<file path="config.mk">
export PLATFORM = sky130hd
export DESIGN_NAME = uart_interrupt_fifo_control
export DESIGN_NICKNAME = d
export VERILOG_FILES = /design/src/uart_int_pkg.sv /design/src/rx_timeout_timer.sv /design/src/uart_interrupt_fifo_control.sv
export VERILOG_INCLUDE_DIRS = /design/src /design/src/src
export SDC_FILE = /design/constraint.sdc
export NUM_CORES = 1
export LEC_CHECK = 0
export BUFFER_PORTS_ARGS = -buffer_cell sky130_fd_sc_hd__buf_2
export CAP_MARGIN = 20
export CORE_UTILIZATION = 50
export CTS_CLUSTER_SIZE = 24
export DETAILED_ROUTE_END_ITERATION = 10
export PLACE_DENSITY = 0.77
export SLEW_MARGIN = 30
export SYNTH_ARGS = -nofsm -noshare
export SYNTH_HDL_FRONTEND = slang
export SYNTH_SLANG_ARGS = --single-unit
</file>
<file path="constraint.sdc">
create_clock -name ref_clk -period 4.16 [get_ports ref_clk]
set_input_delay 0.208 -clock ref_clk [delete_from_list [all_inputs] [get_ports ref_clk]]
set_output_delay 0.208 -clock ref_clk [all_outputs]
set_load 0.05 [all_outputs]
</file>
<file path="src/uart_int_consts.svh">
`ifndef UART_INT_CONSTS_SVH
`define UART_INT_CONSTS_SVH

// Host register offsets
`define OFS_RX_HOLDING 4'h0
`define OFS_TX_HOLDING 4'h0
`define OFS_INT_MASK 4'h1
`define OFS_INT_SOURCE 4'h2
`define OFS_FIFO_SETUP 4'h2
`define OFS_LINE_STATUS 4'h5
`define OFS_MODEM_STATUS 4'h6
`define OFS_INPUT_STATE 4'hb

// Reset values
`define RST_INT_MASK 8'h00
`define RST_TX_TRIG 2'h0
`define RST_RX_TRIG 2'h0

// Interrupt mask fields
`define IM_RX_READY 0
`define IM_TX_READY 1
`define IM_LINE 2
`define IM_MODEM 3
`define IM_XOFF 5
`define IM_RTS 6
`define IM_CTS 7
`define IM_LOCKED_MASK 8'hf0

// Fifo setup fields
`define FS_ENABLE 0
`define FS_RX_RESET 1
`define FS_TX_RESET 2

// Source codes, status bits 5:0
`define SRC_LINE 6'h06
`define SRC_RX_TIMEOUT 6'h0c
`define SRC_RX_READY 6'h04
`define SRC_TX_READY 6'h02
`define SRC_MODEM 6'h00
`define SRC_INPUT 6'h30
`define SRC_XOFF 6'h10
`define SRC_FLOW 6'h20
`define SRC_NONE 6'h01

// Trigger levels
`define RX_TRIG_0 7'h08
`define RX_TRIG_1 7'h10
`define RX_TRIG_2 7'h38
`define RX_TRIG_3 7'h3c
`define TX_TRIG_0 7'h08
`define TX_TRIG_1 7'h10
`define TX_TRIG_2 7'h20
`define TX_TRIG_3 7'h38

// Time-out: character times and extra bit times
`define TMO_CHARS 7'h04
`define TMO_BITS 7'h0c

`endif

</file>
<file path="src/uart_int_pkg.sv">
package uart_int_pkg;

	typedef struct packed {
		logic wr;
		logic rd;
		logic [3:0] addr;
		logic [7:0] wdata;
	} host_req_t;

	typedef struct packed {
		logic [6:0] level;
		logic data_ready;
		logic [2:0] head_err;
		logic err_in_fifo;
		logic overrun_evt;
		logic char_in;
	} rx_status_t;

	typedef struct packed {
		logic [6:0] spaces;
		logic thr_empty;
		logic tx_empty;
	} tx_status_t;

	typedef struct packed {
		logic unlock;
		logic auto_rs485;
		logic auto_rts;
		logic auto_cts;
		logic rts_out;
		logic cts_in;
		logic msr_delta;
		logic xoff_match;
		logic xon_match;
		logic special_match;
	} flow_status_t;

endpackage

</file>
<file path="src/rx_timeout_timer.sv">
`timescale 1ns/1ns
`include "uart_int_consts.svh"

module rx_timeout_timer #(
	parameter int CW = 7
) (
	input wire logic ref_clk,
	input wire logic sys_rst,
	input wire logic bit_tick,
	input wire logic [3:0] char_bits,
	input wire logic restart,
	input wire logic data_waiting,
	output logic expire
);
	logic [CW-1:0] count;
	logic fired;
	wire [CW-1:0] limit = CW'({3'h0, char_bits} * `TMO_CHARS + `TMO_BITS);
	wire hit = bit_tick && !fired && data_waiting && (count + 1'b1 >= limit);

	always_ff @(posedge ref_clk or posedge sys_rst) begin
		if (sys_rst) begin
			count <= '0;
			fired <= 1'b0;
			expire <= 1'b0;
		end else begin
			expire <= hit;
			if (restart || !data_waiting) begin
				count <= '0;
				fired <= 1'b0;
			end else if (hit) begin
				fired <= 1'b1;
			end else if (bit_tick && !fired) begin
				count <= count + 1'b1;
			end
		end
	end
endmodule // rx_timeout_timer

</file>
<file path="src/uart_interrupt_fifo_control.sv">
// What this block does
// (RL1) Transmit-ready raises on holding empty, or spaces above trigger in fifo mode.
// (RL2) Enabling transmit-ready while holding already empty raises it at once.
// (RL3) Line status interrupt when status bits 1,2,3,4 or 7 set.
// (RL4) Overrun interrupts at once when the causing character arrives.
// (RL5) Status bit 7 marks errored entries; interrupt holds while it stays set.
// (RL6) Status bits 4:2 show errors of the character at fifo head.
// (RL7) Mask bits 7:4 writable only when enhanced features unlocked; reset zero.
// (RL8) Interrupt on low-to-high of flow pins under automatic flow control.
// (RL9) Status read shows only top pending source; others stay queued.
// (RL10) Time-out after four characters plus twelve bits with data waiting.
// (RL11) Transmit-ready uses whole-transmitter empty in half-duplex direction mode.
// (RL12) Input toggle interrupt, cleared by reading the input state register.
// (RL13) Line clears when errors gone; ready below trigger; time-out on read.
// (RL14) Transmit-ready clears on status read or holding register write.
// (RL15) Modem/flow clear on modem read; Xoff on Xon; special on status read.
// (RL16) Status bits 5:0 encode eight priorities; none pending reads 000001.
// (RL17) Status bit 0 low while pending, high when none and after reset.
// (RL18) Status bits 7:6 both follow the fifo enable.
// (RL19) Fifo setup bit 0 enables fifos; other bits programmed only with it.
// (RL20) Fifo reset bits pulse pointer resets once, then self-clear.
// (RL21) Transmit trigger select needs unlock; fires above trigger or on empty.
// (RL22) Xoff or special character match sets status bit 4 when enabled.
// (RL23) Receive triggers 8,16,56,60; transmit triggers 8,16,32,56.
// (RL24) Interrupt output active while any enabled source is pending.
`timescale 1ns/1ns
`include "uart_int_consts.svh"

module uart_interrupt_fifo_control #(
	parameter int GPIO_W = 8
) (
	input wire logic ref_clk,
	input wire logic sys_rst,
	input wire uart_int_pkg::host_req_t host,
	input wire uart_int_pkg::rx_status_t rx,
	input wire uart_int_pkg::tx_status_t tx,
	input wire uart_int_pkg::flow_status_t flow,
	input wire logic [GPIO_W-1:0] gpio_in,
	input wire logic bit_tick,
	input wire logic [3:0] char_bits,
	output logic [7:0] rd_data,
	output logic irq,
	output logic fifo_enable,
	output logic rx_fifo_reset,
	output logic tx_fifo_reset,
	output logic [1:0] tx_trig_sel,
	output logic [1:0] rx_trig_sel,
	output logic sleep_enable,
	output logic overrun_flag
);
	logic [7:0] interrupt_mask_reg;
	logic tx_pend, tmo_pend, gpio_pend, xoff_pend, spec_pend, flow_pend;
	logic tx_above_q, tx_empty_q, rts_q, cts_q;
	logic [GPIO_W-1:0] gpio_q;
	logic tmo_expire;

	// Host access decode
	wire wr_mask = host.wr && host.addr == `OFS_INT_MASK;
	wire wr_fifo = host.wr && host.addr == `OFS_FIFO_SETUP;
	wire wr_thr = host.wr && host.addr == `OFS_TX_HOLDING;
	wire rd_isr = host.rd && host.addr == `OFS_INT_SOURCE;
	wire rd_rhr = host.rd && host.addr == `OFS_RX_HOLDING;
	wire rd_lsr = host.rd && host.addr == `OFS_LINE_STATUS;
	wire rd_msr = host.rd && host.addr == `OFS_MODEM_STATUS;
	wire rd_io = host.rd && host.addr == `OFS_INPUT_STATE;

	// Locked mask bits keep their value unless unlocked
	wire [7:0] next_mask = flow.unlock ? host.wdata : // see RL7
		((host.wdata & ~`IM_LOCKED_MASK) |
		(interrupt_mask_reg & `IM_LOCKED_MASK));
	wire tx_en_rise = wr_mask && host.wdata[`IM_TX_READY] &&
		!interrupt_mask_reg[`IM_TX_READY];

	// Trigger levels
	wire [6:0] rx_trig = (rx_trig_sel == 2'h0) ? `RX_TRIG_0 : // see RL23
		(rx_trig_sel == 2'h1) ? `RX_TRIG_1 :
		(rx_trig_sel == 2'h2) ? `RX_TRIG_2 : `RX_TRIG_3;
	wire [6:0] tx_trig = (tx_trig_sel == 2'h0) ? `TX_TRIG_0 : // see RL23
		(tx_trig_sel == 2'h1) ? `TX_TRIG_1 :
		(tx_trig_sel == 2'h2) ? `TX_TRIG_2 : `TX_TRIG_3;

	// Transmit-ready conditions
	wire tx_fifo_empty = tx.spaces == 7'h40;
	wire tx_above = flow.auto_rs485 ? tx.tx_empty : // see RL11
		fifo_enable ? (tx.spaces > tx_trig) : tx.thr_empty; // see RL1
	wire tx_empty_now = fifo_enable && !flow.auto_rs485 && tx_fifo_empty;
	wire tx_ready_cond = tx_above || tx_empty_now;
	wire tx_set = (tx_above && !tx_above_q) || // see RL21
		(tx_empty_now && !tx_empty_q) ||
		(tx_en_rise && tx_ready_cond); // see RL2

	// Level sources
	wire line_err = overrun_flag || (|rx.head_err) || // see RL6
		rx.err_in_fifo; // see RL5
	wire rx_ready = fifo_enable ? (rx.level >= rx_trig) : rx.data_ready;
	wire data_waiting = fifo_enable ? (rx.level != 7'h00) : rx.data_ready;

	// Enabled pending sources
	wire p_line = interrupt_mask_reg[`IM_LINE] && line_err; // see RL3
	wire p_tmo = interrupt_mask_reg[`IM_RX_READY] && tmo_pend;
	wire p_rx = interrupt_mask_reg[`IM_RX_READY] && rx_ready; // see RL13
	wire p_tx = interrupt_mask_reg[`IM_TX_READY] && tx_pend;
	wire p_msr = interrupt_mask_reg[`IM_MODEM] && flow.msr_delta;
	wire p_gpio = gpio_pend;
	wire p_xoff = xoff_pend || spec_pend;
	wire p_flow = flow_pend;
	wire any_pend = p_line || p_tmo || p_rx || p_tx || p_msr || p_gpio ||
		p_xoff || p_flow;

	// Priority encoding, highest first
	wire [5:0] src_code = p_line ? `SRC_LINE : // see RL16
		p_tmo ? `SRC_RX_TIMEOUT :
		p_rx ? `SRC_RX_READY :
		p_tx ? `SRC_TX_READY :
		p_msr ? `SRC_MODEM :
		p_gpio ? `SRC_INPUT :
		p_xoff ? `SRC_XOFF :
		p_flow ? `SRC_FLOW : `SRC_NONE; // see RL17
	wire [7:0] isr_value = {{2{fifo_enable}}, src_code}; // see RL18
	// A status read only services the source it reports
	wire tx_served = rd_isr && src_code == `SRC_TX_READY; // see RL9
	wire spec_served = rd_isr && src_code == `SRC_XOFF && !xoff_pend;

	wire [7:0] next_rd = (host.addr == `OFS_INT_MASK) ? interrupt_mask_reg :
		(host.addr == `OFS_INT_SOURCE) ? isr_value : 8'h00;

	// Event edges
	wire gpio_toggle = |(gpio_in ^ gpio_q); // see RL12
	wire flow_set = (flow.unlock && interrupt_mask_reg[`IM_RTS] &&
		flow.auto_rts && flow.rts_out && !rts_q) || // see RL8
		(flow.unlock && interrupt_mask_reg[`IM_CTS] &&
		flow.auto_cts && flow.cts_in && !cts_q);
	wire xoff_gate = flow.unlock && interrupt_mask_reg[`IM_XOFF];

	rx_timeout_timer #(
		.CW(7)
	) u_timer (
		.ref_clk(ref_clk),
		.sys_rst(sys_rst),
		.bit_tick(bit_tick),
		.char_bits(char_bits),
		.restart(rx.char_in || rd_rhr),
		.data_waiting(data_waiting),
		.expire(tmo_expire)
	);

	// Host-written registers
	always_ff @(posedge ref_clk or posedge sys_rst) begin
		if (sys_rst) begin
			interrupt_mask_reg <= `RST_INT_MASK;
			fifo_enable <= 1'b0;
			rx_fifo_reset <= 1'b0;
			tx_fifo_reset <= 1'b0;
			tx_trig_sel <= `RST_TX_TRIG;
			rx_trig_sel <= `RST_RX_TRIG;
		end else begin
			rx_fifo_reset <= wr_fifo && host.wdata[`FS_ENABLE] &&
				host.wdata[`FS_RX_RESET]; // see RL20
			tx_fifo_reset <= wr_fifo && host.wdata[`FS_ENABLE] &&
				host.wdata[`FS_TX_RESET]; // see RL20
			if (wr_mask)
				interrupt_mask_reg <= next_mask;
			if (wr_fifo) begin
				fifo_enable <= host.wdata[`FS_ENABLE];
				if (host.wdata[`FS_ENABLE]) begin // see RL19
					rx_trig_sel <= host.wdata[7:6];
					if (flow.unlock)
						tx_trig_sel <= host.wdata[5:4]; // see RL21
				end
			end
		end
	end

	// Sticky sources: set wins over clear
	always_ff @(posedge ref_clk or posedge sys_rst) begin
		if (sys_rst) begin
			tx_pend <= 1'b0;
			tmo_pend <= 1'b0;
			gpio_pend <= 1'b0;
			xoff_pend <= 1'b0;
			spec_pend <= 1'b0;
			flow_pend <= 1'b0;
			overrun_flag <= 1'b0;
		end else begin
			tx_pend <= tx_set || (tx_pend && !tx_served && !wr_thr); // see RL14
			tmo_pend <= tmo_expire || (tmo_pend && !rd_rhr); // see RL10
			gpio_pend <= gpio_toggle || (gpio_pend && !rd_io); // see RL12
			xoff_pend <= (xoff_gate && flow.xoff_match) ||
				(xoff_pend && !flow.xon_match); // see RL22
			spec_pend <= (xoff_gate && flow.special_match) ||
				(spec_pend && !spec_served); // see RL15
			flow_pend <= flow_set || (flow_pend && !rd_msr); // see RL15
			overrun_flag <= rx.overrun_evt || (overrun_flag && !rd_lsr); // see RL4
		end
	end

	// Edge history, read data and interrupt output
	always_ff @(posedge ref_clk or posedge sys_rst) begin
		if (sys_rst) begin
			tx_above_q <= 1'b0;
			tx_empty_q <= 1'b0;
			rts_q <= 1'b0;
			cts_q <= 1'b0;
			gpio_q <= '0;
			rd_data <= 8'h00;
			irq <= 1'b0;
			sleep_enable <= 1'b0;
		end else begin
			tx_above_q <= tx_above;
			tx_empty_q <= tx_empty_now;
			rts_q <= flow.rts_out;
			cts_q <= flow.cts_in;
			gpio_q <= gpio_in;
			if (host.rd)
				rd_data <= next_rd;
			irq <= any_pend; // see RL24
			sleep_enable <= interrupt_mask_reg[4];
		end
	end
endmodule // uart_interrupt_fifo_control

</file>
* Yosys cells after proc, flatten, opt, wreduce, memory -nomap -nowiden
Cells that the tools add are included.
** Storage, ports and cells
- RAM bits :: 0
- Bits in latches :: 0
- ROM bits :: 0
- Output and inout bits :: 18
- Flip-flop bits (word level) :: 53
- Logic and storage cells :: 169
- Memories :: 0
** Cells by class
- Reduce and logical (&&, ||, !) cells :: 99
- Eq/ne operators :: 13
- Order comparisons :: 3
- Divide/modulo/power cells :: 0
- Add/sub/neg operators :: 2
- Multipliers :: 0
- Mux-type cells :: 26
- Shift operators :: 0
- Bitwise operators :: 2
** Operators by type and width (number)
- two-way mux 6 bit :: 12
- logical AND 1 bit :: 48
- two-way mux 8 bit :: 3
- logical OR 1 bit :: 23
- two-way mux 7 bit :: 3
- zero test 1 bit :: 17
- equality test 4 x 3 -> 1 bit (second input constant) :: 2
- OR 4 x 8 -> 8 bit :: 1
- OR reduction 8 bit :: 1
- XOR 8 bit :: 1
- adder 6 x 4 -> 7 bit (second input constant) :: 1
- adder 7 x 1 -> 7 bit (second input constant) :: 1
- equality test 7 bit (second input constant) :: 1
- >= comparator 7 x 6 -> 1 bit :: 1
- >= comparator 7 bit :: 1
- > comparator 7 x 6 -> 1 bit :: 1
- nonzero test 7 bit :: 1
- equality test 6 x 2 -> 1 bit (second input constant) :: 1
- equality test 6 x 5 -> 1 bit (second input constant) :: 1
- two-way mux 1 bit :: 6
- two-way mux 5 bit :: 1
- equality test 2 x 1 -> 1 bit (second input constant) :: 2
- equality test 2 bit (second input constant) :: 2
- equality test 4 x 1 -> 1 bit (second input constant) :: 1
- other kinds (10) :: 13

* Longest topological paths before layout
- Depth in word-level cells :: 16
- Mapped depth :: 10
- Depth with buffers taken out :: 9

* Cells and area by module
Synthesis repeated with hierarchy kept, for this count alone.
** Unflattened totals
- Cells, all modules :: 289
- Area, all modules :: 2964.1 µm²
** Modules (own cells, without submodules)
- uart_interrupt_fifo_control :: times used 1, area each 2182.1 µm², cells each 201
- rx_timeout_timer :: times used 1, area each 782.0 µm², cells each 88

* Least setup slack after synthesis
Ideal clock, no wire load.
- Path kind :: reg-to-reg
- Start point :: register u_timer.count[0]
- End point :: register u_timer.count[1]
- Setup time :: 80 ps
- Period minus slack after synthesis :: 2555 ps
- Arrival :: 2475 ps
- Required time :: 4080 ps
- Slack :: 1605 ps
- Path buffers :: 1
- Stages on the path, launching flop included :: 11
- Path through :: dfrtp_1 ha_1 nand3_1 or2_0 xnor2_1 ha_1 or3_1 o22a_2 buf_6 or3b_1 a21oi_1
** Between the ends
- Cells in the longest elaborated chain, start to end :: 5
- Elaborated cells on any way between the ends :: 8
- Classes of those cells :: add/sub (1); order compare (1); eq/ne (1); mux (3); reduce/logical (2)
** Ends and longest elaborated chain
- start: declaration :: RTL line rx_timeout_timer.sv:15 : logic [CW-1:0] count;
- start signal: assignment :: RTL line rx_timeout_timer.sv:33 : count <= count + 1'b1;
- adder 7 x 1 -> 7 bit * :: RTL line rx_timeout_timer.sv:18, rx_timeout_timer.sv:33
- >= comparator 7 bit :: RTL line rx_timeout_timer.sv:18 : wire hit = bit_tick && !fired && data_waiting && (count + 1'b1 >= limit);
- logical AND 1 bit :: RTL line rx_timeout_timer.sv:18
- != test 2 bit (no source line)
- AND reduction 2 bit (no source line)
Every way passes the cells marked *; elsewhere a longest branch is shown, timed or not. The select of a mux whose other input is x is not followed.
A chain may end at the register's enable or synchronous reset.

* Worst setup path after layout
- Start point :: register u_timer.count[0]
- End point :: register u_timer.count[4]
The elaborated chain is that of the path after synthesis.

==> out/qor.csv <==
stage,metric,value,unit
routing,DR pass1 iterations,4,
hold_path,Min-Delay Path Class,in -> async,
setup_path,CP Class,reg -> reg,
clock_network,H-tree lvl count,2,
sta,FMAX,355,MHz
status,status,"complete, but fails checks",
floorplan,io pins,80,
clock_network,maximum clock path buffer count,2,
logic_synthesis,synth warn,0,
layout,"leading cell type in the layout, fill and taps excluded",buf_2,
floorplan,Rows,27,
setup_path,"slowest stage delay, CP",480,ps
logic_synthesis,async set-or-reset flop fraction in the synthesized netlist,100,%
run,# Max-Cap Violations,0,
sta,WHS,-8.04,ps
pwr,P_leak,1.65,nW
floorplan,core area,0.00547,mm^2
layout,Layout area overhead,20.3,%
grt,GRT overflow,0,
layout,diode count,0,
placed_design,HPWL after detailed placement,4.59,mm
clock_network,Clock transition at path regs,90,ps
setup_path,slowest CP cell,or4_1,
logic_synthesis,synth unique cells,52,
logic_synthesis,syn_nets,358,
placed_design,Area after DPL,0.00330,mm^2
pwr,P per Cell Area,363,mW/mm^2
grt,largest net degree at the start of global routing,54,
routing,drt total wl,5.99,mm
logic_synthesis,Seq cells post-synth,53,
setup_path,Worst R2R Path Depth,9,
grt,number of global-route vias before repair,2211,
setup_path,CP top delay family,simple AND/OR/NAND/NOR gates,
grt,GRT Total Usage,21.4,%
floorplan,initial core utilization,51.9,%
clock_network,hold_buf cts,0,
routing,DRT iter0 DRCs,149,
sta,pins over their slew limit,0,
setup_path,CP Cell Sequence,"ha_1, nand3_1, or2_0, xnor2_1, ha_1, or3_1, o22a_2, or4_1, a21oi_1",
sta,final count of negative-setup-slack endpoints,0,
placed_design,dpl cells,425,
grt,antenna violations before repair,0,
pwr,peak supply drop,0.226,mV
clock_network,CTS root buf,clkbuf_8,
floorplan,Die X-Extent,77.3,um
sta,TNS Setup,0,ps
setup_path,r2r startpoint,u_timer.count[0],
placed_design,Port Buffers,79,
clock_network,Sink Count,53,
clock_network,post_cts resized,0,
logic_synthesis,Mean Syn Cell Area,10.2,um^2
logic_synthesis,Syn Inst Count,279,
floorplan,Die ar.,0.00598,mm^2
layout,share of layout cells above drive strength 1,29.1,%
logic_synthesis,"Top FF cell, synth",dfrtp_1,
clock_network,CTS tree,done,
setup_path,worst endpoint data arrival time,3040,ps
routing,vias per cell,5.44,
setup_path,crit end category,register,
logic_synthesis,Post-Syn Area,0.00284,mm^2
logic_synthesis,register area share after synthesis,46.7,%
sta,min cycle time layout,2820,ps
logic_synthesis,Post-synth EDFFs,0,
setup_path,worst path bufs/invs,0,
status,failing checks,negative hold slack,
setup_path,Setup crit start kind,register,
routing,Wirelength per Cell,13.8,um
routing,Routed Antenna Nets,0,
clock_network,TritonCTS Buffers,5,
layout,cell area after layout,0.00341,mm^2
setup_path,"critical path fanouts, max",16,
sta,RSZ-0062 raised after global routing,no,
layout,non-filler instance count after layout,433,
placed_design,routability cong.,0.838,
routing,DRC violations left,0,
floorplan,die extent in y,77.3,um
sta,final worst-path cycle share,67.7,%
layout,nets@finish,439,
setup_path,"Top cell by count, worst path",ha_1,
sta,final hold violation count,4,
layout,most frequent cells in the layout,"buf_2, dfrtp_1, nand2_1, inv_1, o21ai_0",
setup_path,reg2reg end,u_timer.count[4],
setup_path,Worst EP required,4380,ps
setup_path,r2r setup slk,1340,ps
clock_network,Skew-Pair Late Insertion Delay,300,ps
sta,slew margin rel.,57.5,%
routing,routed via count,2355,
grt,global-route wire length before repair,10.2,mm
sta,Worst-Margin Slew,638,ps
sta,skew final,4.51,ps
clock_network,Setup Buffers After CTS,0,
pwr,Pwr Total,1.24,mW
## synthesized netlist by cell type, types with 2 or more instances
library cell	number	area, um^2
and2_1	3	18.8
clkbuf_1	4	15.0
o21a_1	2	15.0
or2_2	2	12.5
nor3_1	3	15.0
dfrtp_1	53	1330
nand2b_1	4	25.0
nor4_1	3	18.8
nand2_1	26	97.6
a31oi_1	2	12.5
and3_1	3	18.8
a21oi_1	11	55.1
nand3b_1	4	30.0
nand3_1	13	65.1
xor2_1	10	87.6
or4_1	7	52.6
nor2b_1	4	25.0
ha_1	17	213
nand4_1	3	18.8
a22oi_1	2	15.0
o31ai_1	5	37.5
a21o_1	3	22.5
xnor2_1	5	43.8
or3_1	3	18.8
mux2_2	8	90.1
o221ai_1	2	17.5
nor2_1	13	48.8
and4b_1	2	20.0
inv_1	20	75.1
o21ai_0	19	95.1
a32oi_1	2	17.5
## logic make-up after synthesis
| logic type | after synthesis | synth area share (%) |
|---|---|---|
| compound gates | 57 | 13.4 |
| xor+xnor | 15 | 4.63 |
| fa+ha+maj | 17 | 7.50 |
| buf+inv | 25 | 3.57 |
| flops | 53 | 46.7 |
| mux | 8 | 3.17 |
| simple gates | 104 | 21.0 |
## worst max-delay path by stage
stage / start / to / slack [ps] / cells after the start
2_1_floorplan: u_timer.count[0] / u_timer.count[1] / 1600 / 10
3_3_place_gp: u_timer.count[0] / u_timer.count[6] / 1460 / 9
3_5_place_dp: u_timer.count[0] / u_timer.count[4] / 1370 / 9
5_1_grt: u_timer.count[0] / u_timer.count[4] / 1170 / 9
4_1_cts: u_timer.count[0] / u_timer.count[4] / 1350 / 9
6_report: u_timer.count[0] / u_timer.count[4] / 1340 / 9
## per-stage QoR
| stage | hold slack (ps) | util, % | worst slack, ps |
|---|---|---|---|
| 6_report | -8.04 | 62.4 | 1340 |
| 5_1_grt | 6.20 | 62.4 | 1170 |
| 4_1_cts | 7.01 | 62.4 | 1350 |
| 3_5_place_dp | 335 | 60.3 | 1370 |
| 3_3_place_gp | 337 | 60.2 | 1460 |
| 2_1_floorplan | 239 | - | 1600 |
## final cells by class
class	instances	area, um^2
Fill cell	497	2060
Multi-Input combinational cell	201	1410
Sequential cell	53	1330
Timing Repair Buffer	79	395
Tap cell	72	90.1
Inverter	20	77.6
Clock buffer	5	68.8
Clock inverter	3	46.3
## layer usage
layer	track usage [%]	routed length (um)
met5	0	0
met1	29.2	2770
met2	34.6	2840
met3	4.12	321
met4	6.04	59
## report_power, final
part | leakage [nW] | switching, mW | internal [mW]
clock | 0.0543 | 0.170 | 0.180
combinational | 0.937 | 0.170 | 0.106
sequential | 0.657 | 0.0478 | 0.566
total | 1.65 | 0.387 | 0.852
## worst reg2reg max path, cell delays in order, from the launching register on
cell     delay (ps)
dfrtp_1         410
ha_1            220
nand3_1         160
or2_0           300
xnor2_1         150
ha_1            210
or3_1           300
o22a_2          330
or4_1           490
a21oi_1         170
No activity file was read; power rests on OpenSTA's default activity.
